File: config.mk
export PLATFORM = sky130hd
export DESIGN_NAME = shared_pin_function_select
export DESIGN_NICKNAME = d
export VERILOG_FILES = /design/src/hdl/pin_mux_pkg.sv /design/src/hdl/strap_if.sv /design/src/hdl/shared_pin_function_select.sv /design/src/hdl/strap_latch.sv
export VERILOG_INCLUDE_DIRS = /design/src /design/src/hdl
export SDC_FILE = /design/constraint.sdc
export NUM_CORES = 1
export LEC_CHECK = 0
export ABC_CLOCK_PERIOD_IN_PS = 1400
export BUFFER_PORTS_ARGS = -buffer_cell sky130_fd_sc_hd__buf_2
export CORE_AREA = 2 2 250 252
export CTS_BUF_LIST = sky130_fd_sc_hd__clkbuf_8
export DETAILED_ROUTE_END_ITERATION = 8
export DIE_AREA = 0 0 252 254
export HOLD_SLACK_MARGIN = 0.08
export REMOVE_ABC_BUFFERS = 1
export SLEW_MARGIN = 5
export SYNTH_ARGS = -nofsm -noshare
export SYNTH_HDL_FRONTEND = slang
export SYNTH_HIERARCHICAL = 1
export SYNTH_SLANG_ARGS = --single-unit
File: constraint.sdc
create_clock -name sys_clk_in -period 1.4 [get_ports sys_clk_in]
set_input_delay 0.14 -clock sys_clk_in [delete_from_list [all_inputs] [get_ports sys_clk_in]]
set_output_delay 0.14 -clock sys_clk_in [all_outputs]
set_load 0.05 [all_outputs]
File: src/hdl/pin_mux_regs.svh
`ifndef PIN_MUX_REGS_SVH
`define PIN_MUX_REGS_SVH

// ----------------------------------------------------------------------
// Pin group sizes
// ----------------------------------------------------------------------
`define SOFT_PIN_COUNT     10
`define GPIO_WIDTH         16
`define CLK_PIN_COUNT      3
`define PCI_GP_COUNT       7
`define HOST_PIN_COUNT     43
`define HOST_DATA_LOW_W    16
`define HOST_DATA_W        32
`define HALFWORD_PIN_IDX   38
`define SP1_PIN_COUNT      7
`define SP2_PIN_COUNT      3

// ----------------------------------------------------------------------
// Soft pin to GPIO bit mapping
// ----------------------------------------------------------------------
`define GP_QUARTER_BIT     1
`define GP_SIXTH_BIT       2
`define GP_SERIAL2_BIT     8
`define GP_PCI_FIRST_BIT   9
`define SOFT_SERIAL2_IDX   2

// ----------------------------------------------------------------------
// Reset values
// ----------------------------------------------------------------------
`define GPIO_DIR_INPUT     1'h0
`define PIN_OE_N_RESET     1'h1
`define PIN_OUT_RESET      1'h0

`endif

File: src/hdl/pin_mux_pkg.sv
`include "pin_mux_regs.svh"

package pin_mux_pkg;

  // Latched strap selections, one bit per competing pin group.
  typedef struct packed {
    logic pci_sel;
    logic cell_sel;
    logic host32_sel;
    logic sp2_sel;
  } strap_vec_t;

endpackage

File: src/hdl/strap_if.sv
// Carries the strap choices from the latch to the pin multiplexer.
interface strap_if;
  import pin_mux_pkg::*;

  strap_vec_t straps;

  modport src (output straps);
  modport dst (input  straps);
endinterface

File: src/hdl/shared_pin_function_select.sv
// Functional notes
// - Software-selected pins may switch function at any time.
// - Strap selections are caught during reset and frozen until next reset.
// - Each strap group is owned by exactly one peripheral after reset.
// - After reset clock pins carry clock functions; GPIO enables start cleared.
// - A soft pin is GPIO only when enabled; the direction bit only picks in or out.
// - Enabled GPIO: direction 0 is input, direction 1 is output.
// - GPIO 9 to 15 usable only while the PCI strap is 0.
// - Cell-bus strap 0 gives pins to serial port one, cell bus off.
// - PCI strap 0 gives shared pins to host port, PCI off.
// - Dedicated pins of a deselected cell bus or PCI are tied off.
// - Width strap 0 gives 16-bit host port, upper data undriven.
`include "pin_mux_regs.svh"
module shared_pin_function_select
  import pin_mux_pkg::*;
#(
  parameter int PCI_DED_W  = 8,
  parameter int CELL_DED_W = 8
) (
  // Clock and reset
  input  wire logic                         sys_clk_in,
  input  wire logic                         sys_rst_in,
  // Strap pins
  input  wire logic                         pci_strap_in,
  input  wire logic                         addr_strap_bit11_in,
  input  wire logic                         host_width_strap_in,
  input  wire logic                         serial2_strap_in,
  // Strap status
  output logic                              pci_selected_out,
  output logic                              cell_bus_selected_out,
  output logic                              host_port_32bit_out,
  output logic                              eeprom_selected_out,
  // GPIO controls
  input  wire logic [`GPIO_WIDTH-1:0]       gpio_pin_enable_bit_in,
  input  wire logic [`GPIO_WIDTH-1:0]       gpio_pin_direction_bit_in,
  input  wire logic [`GPIO_WIDTH-1:0]       gpio_dout_in,
  output logic      [`GPIO_WIDTH-1:0]       gpio_din_out,
  // Clock functions
  input  wire logic                         quarter_rate_clock_out_in,
  input  wire logic                         sixth_rate_clock_out_in,
  output logic                              serial2_clock_source_out,
  // PCI side of the GPIO pins
  input  wire logic [`PCI_GP_COUNT-1:0]     pci_gp_dout_in,
  input  wire logic [`PCI_GP_COUNT-1:0]     pci_gp_oe_n_in,
  output logic      [`PCI_GP_COUNT-1:0]     pci_gp_din_out,
  // Software-configured pins
  input  wire logic [`SOFT_PIN_COUNT-1:0]   soft_pin_in,
  output logic      [`SOFT_PIN_COUNT-1:0]   soft_pin_out,
  output logic      [`SOFT_PIN_COUNT-1:0]   soft_pin_oe_n_out,
  // Host port and PCI functions
  input  wire logic [`HOST_PIN_COUNT-1:0]   host_port_dout_in,
  input  wire logic [`HOST_PIN_COUNT-1:0]   host_port_oe_n_in,
  output logic      [`HOST_PIN_COUNT-1:0]   host_port_din_out,
  input  wire logic [`HOST_PIN_COUNT-1:0]   pci_bus_dout_in,
  input  wire logic [`HOST_PIN_COUNT-1:0]   pci_bus_oe_n_in,
  output logic      [`HOST_PIN_COUNT-1:0]   pci_bus_din_out,
  // Host/PCI pins
  input  wire logic [`HOST_PIN_COUNT-1:0]   hp_pin_in,
  output logic      [`HOST_PIN_COUNT-1:0]   hp_pin_out,
  output logic      [`HOST_PIN_COUNT-1:0]   hp_pin_oe_n_out,
  // Serial port one and cell bus functions
  input  wire logic [`SP1_PIN_COUNT-1:0]    serial_port_one_dout_in,
  input  wire logic [`SP1_PIN_COUNT-1:0]    serial_port_one_oe_n_in,
  output logic      [`SP1_PIN_COUNT-1:0]    serial_port_one_din_out,
  input  wire logic [`SP1_PIN_COUNT-1:0]    cell_bus_dout_in,
  input  wire logic [`SP1_PIN_COUNT-1:0]    cell_bus_oe_n_in,
  output logic      [`SP1_PIN_COUNT-1:0]    cell_bus_din_out,
  // Serial port one / cell bus pins
  input  wire logic [`SP1_PIN_COUNT-1:0]    sp1_pin_in,
  output logic      [`SP1_PIN_COUNT-1:0]    sp1_pin_out,
  output logic      [`SP1_PIN_COUNT-1:0]    sp1_pin_oe_n_out,
  // Serial port two and serial EEPROM functions
  input  wire logic [`SP2_PIN_COUNT-1:0]    serial_port_two_dout_in,
  input  wire logic [`SP2_PIN_COUNT-1:0]    serial_port_two_oe_n_in,
  output logic      [`SP2_PIN_COUNT-1:0]    serial_port_two_din_out,
  input  wire logic [`SP2_PIN_COUNT-1:0]    eeprom_dout_in,
  input  wire logic [`SP2_PIN_COUNT-1:0]    eeprom_oe_n_in,
  output logic      [`SP2_PIN_COUNT-1:0]    eeprom_din_out,
  // Serial port two / EEPROM pins
  input  wire logic [`SP2_PIN_COUNT-1:0]    sp2_pin_in,
  output logic      [`SP2_PIN_COUNT-1:0]    sp2_pin_out,
  output logic      [`SP2_PIN_COUNT-1:0]    sp2_pin_oe_n_out,
  // Dedicated PCI and cell bus pin enables
  input  wire logic [PCI_DED_W-1:0]         pci_ded_oe_n_in,
  output logic      [PCI_DED_W-1:0]         pci_ded_oe_n_out,
  input  wire logic [CELL_DED_W-1:0]        cell_ded_oe_n_in,
  output logic      [CELL_DED_W-1:0]        cell_ded_oe_n_out
);

  localparam int SW = `SOFT_PIN_COUNT;
  localparam int HW = `HOST_PIN_COUNT;
  localparam int S1 = `SP1_PIN_COUNT;
  localparam int S2 = `SP2_PIN_COUNT;
  localparam int PW = SW + HW + S1 + S2;

  typedef struct packed {
    logic [PW-1:0]          sync1;
    logic [PW-1:0]          sync2;
    logic [SW-1:0]          soft_out;
    logic [SW-1:0]          soft_oe_n;
    logic [HW-1:0]          hp_out;
    logic [HW-1:0]          hp_oe_n;
    logic [S1-1:0]          sp1_out;
    logic [S1-1:0]          sp1_oe_n;
    logic [S2-1:0]          sp2_out;
    logic [S2-1:0]          sp2_oe_n;
    logic [PCI_DED_W-1:0]   pci_ded_oe_n;
    logic [CELL_DED_W-1:0]  cell_ded_oe_n;
  } mux_state_t;

  mux_state_t state_q;
  mux_state_t state_d;
  strap_vec_t straps;

  strap_if strap_bus ();

  // ----------------------------------------------------------------------
  // Strap capture
  // ----------------------------------------------------------------------
  strap_latch u_strap_latch (
    .sys_clk_in          (sys_clk_in),
    .sys_rst_in          (sys_rst_in),
    .pci_strap_in        (pci_strap_in),
    .addr_strap_bit11_in (addr_strap_bit11_in),
    .host_width_strap_in (host_width_strap_in),
    .serial2_strap_in    (serial2_strap_in),
    .strap_out           (strap_bus.src)
  );

  assign straps = strap_bus.straps;

  // Maps a soft pin index to its GPIO bit number.
  function automatic int gp_bit(input int k);
    if (k < `SOFT_SERIAL2_IDX) begin
      return k + `GP_QUARTER_BIT;
    end else if (k == `SOFT_SERIAL2_IDX) begin
      return `GP_SERIAL2_BIT;
    end
    return k - `SOFT_SERIAL2_IDX - 1 + `GP_PCI_FIRST_BIT;
  endfunction

  // ----------------------------------------------------------------------
  // Pin selection
  // ----------------------------------------------------------------------
  // Every pin input goes through two flops before the muxes read it;
  // pin outputs are registered too, so each function sees a
  // two-cycle input and one-cycle output latency through the block.
  always_comb begin
    logic [SW-1:0] s_in;
    logic [HW-1:0] h_in;
    logic [S1-1:0] a_in;
    logic [S2-1:0] b_in;
    logic          gp_mode;
    logic          eeprom_sel;
    int            g;
    gp_mode       = 1'h0;
    eeprom_sel    = 1'h0;
    g             = 0;
    state_d       = state_q;
    state_d.sync1 = {soft_pin_in, hp_pin_in, sp1_pin_in, sp2_pin_in};
    state_d.sync2 = state_q.sync1;
    {s_in, h_in, a_in, b_in} = state_q.sync2;
    eeprom_sel = straps.pci_sel & ~straps.sp2_sel;
    gpio_din_out             = '0;
    serial2_clock_source_out = 1'h0;
    pci_gp_din_out           = '0;

    // Software pins follow the enable and direction bits live.
    for (int k = 0; k < SW; k++) begin
      g = gp_bit(k);
      gp_mode = gpio_pin_enable_bit_in[g];
      if (k > `SOFT_SERIAL2_IDX) begin
        gp_mode = gp_mode & ~straps.pci_sel;
      end
      if (gp_mode) begin
        state_d.soft_out[k]  = gpio_dout_in[g];
        state_d.soft_oe_n[k] = ~gpio_pin_direction_bit_in[g];
        gpio_din_out[g]      = s_in[k];
      end else if (k == 0) begin
        state_d.soft_out[k]  = quarter_rate_clock_out_in;
        state_d.soft_oe_n[k] = 1'h0;
      end else if (k == 1) begin
        state_d.soft_out[k]  = sixth_rate_clock_out_in;
        state_d.soft_oe_n[k] = 1'h0;
      end else if (k == `SOFT_SERIAL2_IDX) begin
        state_d.soft_out[k]      = `PIN_OUT_RESET;
        state_d.soft_oe_n[k]     = `PIN_OE_N_RESET;
        serial2_clock_source_out = s_in[k];
      end else if (straps.pci_sel) begin
        state_d.soft_out[k]  = pci_gp_dout_in[k-`SOFT_SERIAL2_IDX-1];
        state_d.soft_oe_n[k] = pci_gp_oe_n_in[k-`SOFT_SERIAL2_IDX-1];
        pci_gp_din_out[k-`SOFT_SERIAL2_IDX-1] = s_in[k];
      end else begin
        state_d.soft_out[k]  = `PIN_OUT_RESET;
        state_d.soft_oe_n[k] = `PIN_OE_N_RESET;
      end
    end

    // Host port or PCI owns the shared bus, never both.
    if (straps.pci_sel) begin
      state_d.hp_out    = pci_bus_dout_in;
      state_d.hp_oe_n   = pci_bus_oe_n_in;
      pci_bus_din_out   = h_in;
      host_port_din_out = '0;
    end else begin
      state_d.hp_out    = host_port_dout_in;
      state_d.hp_oe_n   = host_port_oe_n_in;
      host_port_din_out = h_in;
      pci_bus_din_out   = '0;
      if (!straps.host32_sel) begin
        state_d.hp_oe_n[`HOST_DATA_W-1:`HOST_DATA_LOW_W] = '1;
        host_port_din_out[`HOST_DATA_W-1:`HOST_DATA_LOW_W] = '0;
      end else begin
        host_port_din_out[`HALFWORD_PIN_IDX] = 1'h0;
      end
    end

    // Serial port one or the cell bus.
    if (straps.cell_sel) begin
      state_d.sp1_out         = cell_bus_dout_in;
      state_d.sp1_oe_n        = cell_bus_oe_n_in;
      cell_bus_din_out        = a_in;
      serial_port_one_din_out = '0;
    end else begin
      state_d.sp1_out         = serial_port_one_dout_in;
      state_d.sp1_oe_n        = serial_port_one_oe_n_in;
      serial_port_one_din_out = a_in;
      cell_bus_din_out        = '0;
    end

    // Serial port two or the serial EEPROM lines.
    if (eeprom_sel) begin
      state_d.sp2_out         = eeprom_dout_in;
      state_d.sp2_oe_n        = eeprom_oe_n_in;
      eeprom_din_out          = b_in;
      serial_port_two_din_out = '0;
    end else begin
      state_d.sp2_out         = serial_port_two_dout_in;
      state_d.sp2_oe_n        = serial_port_two_oe_n_in;
      serial_port_two_din_out = b_in;
      eeprom_din_out          = '0;
    end

    // Dedicated pins of a deselected peripheral stay undriven.
    state_d.pci_ded_oe_n  = straps.pci_sel ? pci_ded_oe_n_in : '1;
    state_d.cell_ded_oe_n = straps.cell_sel ? cell_ded_oe_n_in : '1;

    // Nothing drives a pin while reset is asserted.
    if (sys_rst_in) begin
      state_d.soft_out      = '0;
      state_d.soft_oe_n     = '1;
      state_d.hp_out        = '0;
      state_d.hp_oe_n       = '1;
      state_d.sp1_out       = '0;
      state_d.sp1_oe_n      = '1;
      state_d.sp2_out       = '0;
      state_d.sp2_oe_n      = '1;
      state_d.pci_ded_oe_n  = '1;
      state_d.cell_ded_oe_n = '1;
      state_d.sync1         = '0;
      state_d.sync2         = '0;
    end
  end

  always_ff @(posedge sys_clk_in) begin
    state_q <= state_d;
  end

  // ----------------------------------------------------------------------
  // Outputs
  // ----------------------------------------------------------------------
  assign soft_pin_out          = state_q.soft_out;
  assign soft_pin_oe_n_out     = state_q.soft_oe_n;
  assign hp_pin_out            = state_q.hp_out;
  assign hp_pin_oe_n_out       = state_q.hp_oe_n;
  assign sp1_pin_out           = state_q.sp1_out;
  assign sp1_pin_oe_n_out      = state_q.sp1_oe_n;
  assign sp2_pin_out           = state_q.sp2_out;
  assign sp2_pin_oe_n_out      = state_q.sp2_oe_n;
  assign pci_ded_oe_n_out      = state_q.pci_ded_oe_n;
  assign cell_ded_oe_n_out     = state_q.cell_ded_oe_n;
  assign pci_selected_out      = straps.pci_sel;
  assign cell_bus_selected_out = straps.cell_sel;
  assign host_port_32bit_out   = straps.host32_sel;
  assign eeprom_selected_out   = straps.pci_sel & ~straps.sp2_sel;

endmodule

File: src/hdl/strap_latch.sv
module strap_latch
  import pin_mux_pkg::*;
(
  // Clock and reset
  input  wire logic       sys_clk_in,
  input  wire logic       sys_rst_in,
  // Raw strap pins
  input  wire logic       pci_strap_in,
  input  wire logic       addr_strap_bit11_in,
  input  wire logic       host_width_strap_in,
  input  wire logic       serial2_strap_in,
  // Latched result
  strap_if.src            strap_out
);

  typedef struct packed {
    strap_vec_t sync1;
    strap_vec_t sync2;
    strap_vec_t held;
  } latch_state_t;

  latch_state_t state_q;
  latch_state_t state_d;

  // ----------------------------------------------------------------------
  // Synchroniser and reset-time capture
  // ----------------------------------------------------------------------
  // The synchroniser runs freely so that reset itself can sample the
  // straps; reset must therefore last at least three edges.
  always_comb begin
    state_d = state_q;
    state_d.sync1 = '{pci_sel:    pci_strap_in,
                      cell_sel:   addr_strap_bit11_in,
                      host32_sel: host_width_strap_in,
                      sp2_sel:    serial2_strap_in};
    state_d.sync2 = state_q.sync1;
    if (sys_rst_in) begin
      state_d.held = state_q.sync2;
    end
  end

  always_ff @(posedge sys_clk_in) begin
    state_q <= state_d;
  end

  assign strap_out.straps = state_q.held;

endmodule

### Word-level counts from Yosys, hierarchy flattened

Cells that the tools add are included.

| storage, ports and cells | value |
|---|---|
| output and inout bits | 276 |
| flip-flop bits (word level) | 280 |
| input bits | 361 |

| operators by class | value |
|---|---|
| reduce and logical (&&, ||, !) cells | 3 |
| muxes and demuxes | 69 |
| bitwise operators | 22 |

Operators with widths:

| kind | number |
|---|---|
| $mux W43 | 2 |
| $mux W86 | 1 |
| $mux W1 | 55 |
| $mux W16 | 2 |
| $mux W14 | 1 |
| $mux W7 | 2 |
| $not A1 Y1 | 14 |
| $mux W3 | 3 |
| $mux W9 | 1 |
| $and A1 B1 Y1 | 8 |
| $mux W6 | 1 |
| $reduce_or A2 Y1 | 3 |
| $mux W2 | 1 |

### Depth between registers and ports, before layout

| depth | value |
|---|---|
| depth after elaboration | 3 |
| gate-level depth with buffers | 6 |
| depth with buffers taken out | 2 |

### Hierarchy

The synthesis kept the hierarchy.

Modules (own cells, without submodules):

| module | sequential area each (um2) | area an instance (um2) | cells an instance | times used |
|---|---|---|---|---|
| shared_pin_function_select | 5365.1 | 10301.1 | 1022 | 1 |
| strap_latch | 280.3 | 310.3 | 16 | 1 |

### Worst setup path before layout

OpenSTA, ideal clock, no wires.

| path | value |
|---|---|
| kind | reg2out |
| from | register u_strap_latch.state_q, in the netlist u_strap_latch/strap_out.straps[3] |
| to | output host_port_din_out[38] |
| arrival time | 2178 ps |
| path buffers | 4 |
| path slack | -918 ps |
| cell stages (with the launch flop) | 6 |
| cell sequence | edfxtp_1 buf_4 buf_4 buf_6 buf_2 nor3b_1 |

| on the way | value |
|---|---|
| longest elaborated chain between the ends | 1 |

Ends and longest elaborated chain:

| element | line | source |
|---|---|---|
| start: declaration | strap_latch.sv:22 | `latch_state_t state_q;` |
| start signal: assignment | strap_latch.sv:43 | `state_q <= state_d;` |
| $mux W43 | shared_pin_function_select.sv:200 | `if (straps.pci_sel) begin` |
| end: declaration | shared_pin_function_select.sv:53 | `` output logic [`HOST_PIN_COUNT-1:0] host_port_din_out, `` |

Every way passes these cells.

### Worst setup path after layout

| path | value |
|---|---|
| from | register u_strap_latch.state_q, in the netlist u_strap_latch/strap_out.straps[3] |
| to | output host_port_din_out[30] |

The elaborated chain is that of the path after synthesis.

==> run_results.csv <==
group,metric,value,unit
status,status,"complete, but fails checks",
status,violations,"setup timing",
floorplan,fp-row-count,91,
synthesis,ys_warn_count,6,
final_layout,layout_common_cells,"buf_2, dlygate4sd3_1, dfxtp_1",
route,drc_errors,0,
grt,grt_pass1_wl,61560,um
sta,tightestPinTransition,684.8,ps
critical_path,end_kind,"output port",
cts,root_buffer,"clkbuf_8",
final_layout,fin_util,0.3286,
floorplan,die_h,254,um
synthesis,yosysUniqueCellTypes,29,
place,hpwl,25250,um
grt,antenna_found_initial,3,
critical_path,r2r_cells,6,
synthesis,synth-seq-area-share,0.5320,
route,drt_wl_total,45420,um
critical_path,arrival,1940,ps
sta,max_freq,481.6,MHz
grt,grt_max_degree,44,
sta,worst_slack,-676.4,ps
place,port_buffers,612,
final_layout,regArea,0.005652,sq mm
cts,h-tree-depth,2,
final_layout,area_growth,89.72,%
floorplan,die_x,252,um
sta,setup_viol,181,
route,vias,10470,
synthesis,synth_area,0.01061,sq mm
grt,grt_pass1_vias,11200,
min_path,min_path_cells,3,
power,peakVddDrop,0.6592,mV
final_layout,nNetsFinal,2273,
place,placement.cell_area,0.01375,sq mm
sta,fin_worst_skew,25.22,ps
final_layout,multi_input_comb_area,0.003845,sq mm
synthesis,synthesis.instances,1038,
grt,grt-ovfl-total,0,
synthesis,postSynthAreaPerCell,10.22,sq um
final_layout,fill_cells,5902,
power,power_density,1041,mW/mm^2
grt,grt.total_usage,0.1245,
critical_path,timing.rr.end,"hp_pin_oe_n_out[0]$_SDFF_PP1_",
floorplan,top_level_ports,637,
route,wl_per_cell,16.56,um
critical_path,start_kind,"register",
min_path,hold_class,"primary input to register",
route,drtPass1Iterations,4,
route,vias_per_cell,3.817,
cts,cts_sinks,280,
route,drt_iter0_drc,508,
flow_run,max_cap_viol_count,0,
sta,rsz0062_at_grt,"true",
final_layout,final_common_cell,"buf_2",
final_layout,final_layout_size_suffix_gt1_frac,0.4390,
floorplan,core,0.06126,sq mm
route,final_antenna_net_count,0,
place,routabilityCongestion,0.8284,
power,power,20.96,mW
sta,finalCritPeriodShare,1.483,
critical_path,r2r_slack,-230,ps
sta,slew_violations,0,
min_path,hold_end,"hp_pin_out[27]$_SDFF_PP0_",
critical_path,critPathKind,"register to output port",
floorplan,start_util,0.1732,
cts,clk_pin_slew,60,ps
power,leakage,9.230,nW
critical_path,worstPathRequired,1260,ps
floorplan,dieArea,0.06401,sq mm
cts,clkLatencyLatePin,600,ps
cts,cts_tree,"yes",
sta,hold_viol_final,0,
min_path,min_from,"sys_rst_in",
place,dp.cells,2271,
sta,min_period,2076,ps
cts,numCtsBuffers,50,
cts,clk_path_buf_depth,3,
synthesis,ys_ff_latch,280,
final_layout,stdcell_count,2743,
critical_path,worst-path-max-fanout,5,
critical_path,r2r_start,"u_strap_latch/strap_out.straps[3]$_DFFE_PP_",
final_layout,stdcell_area,0.02013,sq mm
sta,relSlewSlack,0.5420,
## repair_timing
item,4_1_cts,5_1_grt
cloned,4,8
hold buffers,344,0
resized for setup,292,179
pin swaps,15,2
setup buffers,12,14
endpoints found under the hold margin,211,0
endpoints found under the setup margin,176,233
## state kept, by name (all words and copies together) (netlist names)
name / flops
hp_pin_out: 43
pci_ded_oe_n_out: 8
cell_ded_oe_n_out: 8
soft_pin_oe_n_out: 10
sp2_pin_out: 3
u_strap_latch/strap_out.straps: 4
u_strap_latch/state_d: 4
soft_pin_out: 10
sp1_pin_oe_n_out: 7
u_strap_latch/state_q: 4
state_q: 126
sp1_pin_out: 7
hp_pin_oe_n_out: 43
sp2_pin_oe_n_out: 3
## worst max-delay path, stage by stage (launching register included)
cell	delay, ps
edfxtp_1	440
buf_6	160
nor2b_4	140
buf_12	150
buf_12	140
and2_4	160
buf_8	140
## layout make-up
type	count	share of cell area
clock buffers	62	0.04239
well taps	790	0.04910
inverters	9	0.001678
diodes	3	0.0003729
flip-flops and latches	280	0.2807
repair buffers	1031	0.4260
clock inverters	28	0.008763
multi-input cells	540	0.1910
## per-stage QoR
step / setup TNS (ps) / hold slack, ps / worst slack [ps]
after floorplan: -809510 / 167.7 / -4776
after global placement: -5015 / 244.2 / -139.9
after detailed placement: -5696 / 243.7 / -154.3
after CTS: -77020 / 80.42 / -760.9
after global routing: -86930 / 121.0 / -789.3
final: -71830 / 137.3 / -676.4
## worst max path at each step
stage	slack, ps	from	depth (start not counted)	end
after floorplan	-4780	u_strap_latch/strap_out.straps[3]$_DFFE_PP_	2	host_port_din_out[16]
after global placement	-140	u_strap_latch/strap_out.straps[3]$_DFFE_PP_	5	host_port_din_out[17]
after detailed placement	-150	u_strap_latch/strap_out.straps[3]$_DFFE_PP_	5	host_port_din_out[27]
after CTS	-760	u_strap_latch/strap_out.straps[3]$_DFFE_PP_	6	host_port_din_out[22]
after global routing	-790	u_strap_latch/strap_out.straps[3]$_DFFE_PP_	6	host_port_din_out[29]
final	-680	u_strap_latch/strap_out.straps[3]$_DFFE_PP_	6	host_port_din_out[30]
## power by group
| group | internal (mW) | switching (mW) | total, mW |
|---|---|---|---|
| Combinational | 2.03 | 2.48 | 4.51 |
| Clock | 4.36 | 3.48 | 7.84 |
| Sequential | 8.44 | 0.167 | 8.61 |
| Total | 14.8 | 6.13 | 21.0 |
## per-layer routing
layer	GRT usage	wire, um
met5	0	0
met4	0.06560	2035
met3	0.04128	3641
met2	0.2290	23390
met1	0.1241	16340
## cell usage after synthesis, drive strengths merged
| cell type | count | area share |
|---|---|---|
| nand3b | 1 | 0.00071 |
| nand4bb | 1 | 0.0011 |
| clkbuf | 28 | 0.010 |
| a21oi | 16 | 0.0075 |
| nand2 | 7 | 0.0025 |
| and2 | 79 | 0.047 |
| and2b | 2 | 0.0014 |
| inv | 9 | 0.0032 |
| nor2 | 82 | 0.029 |
| dfxtp | 276 | 0.52 |
| mux2i | 55 | 0.052 |
| buf | 186 | 0.13 |
| nor3b | 17 | 0.012 |
| or4bb | 2 | 0.0021 |
| edfxtp | 4 | 0.011 |
| nand2b | 19 | 0.011 |
| conb | 1 | 0.00035 |
| nor2b | 199 | 0.12 |
| a32o | 7 | 0.0066 |
| a211o | 34 | 0.028 |
| a21o | 2 | 0.0014 |
| o21ai | 3 | 0.0014 |
| a32oi | 7 | 0.0058 |
| and3b | 1 | 0.00083 |
## kinds of logic after synthesis
logic type | synth area share
AO/OA/AOI/OAI | 0.05082
buffers and inverters | 0.1400
flip-flops | 0.5320
multiplexers | 0.05188
other | 0.0003534
AND/OR/NAND/NOR | 0.2250
Note: power is estimated with default switching activity, not from simulation.
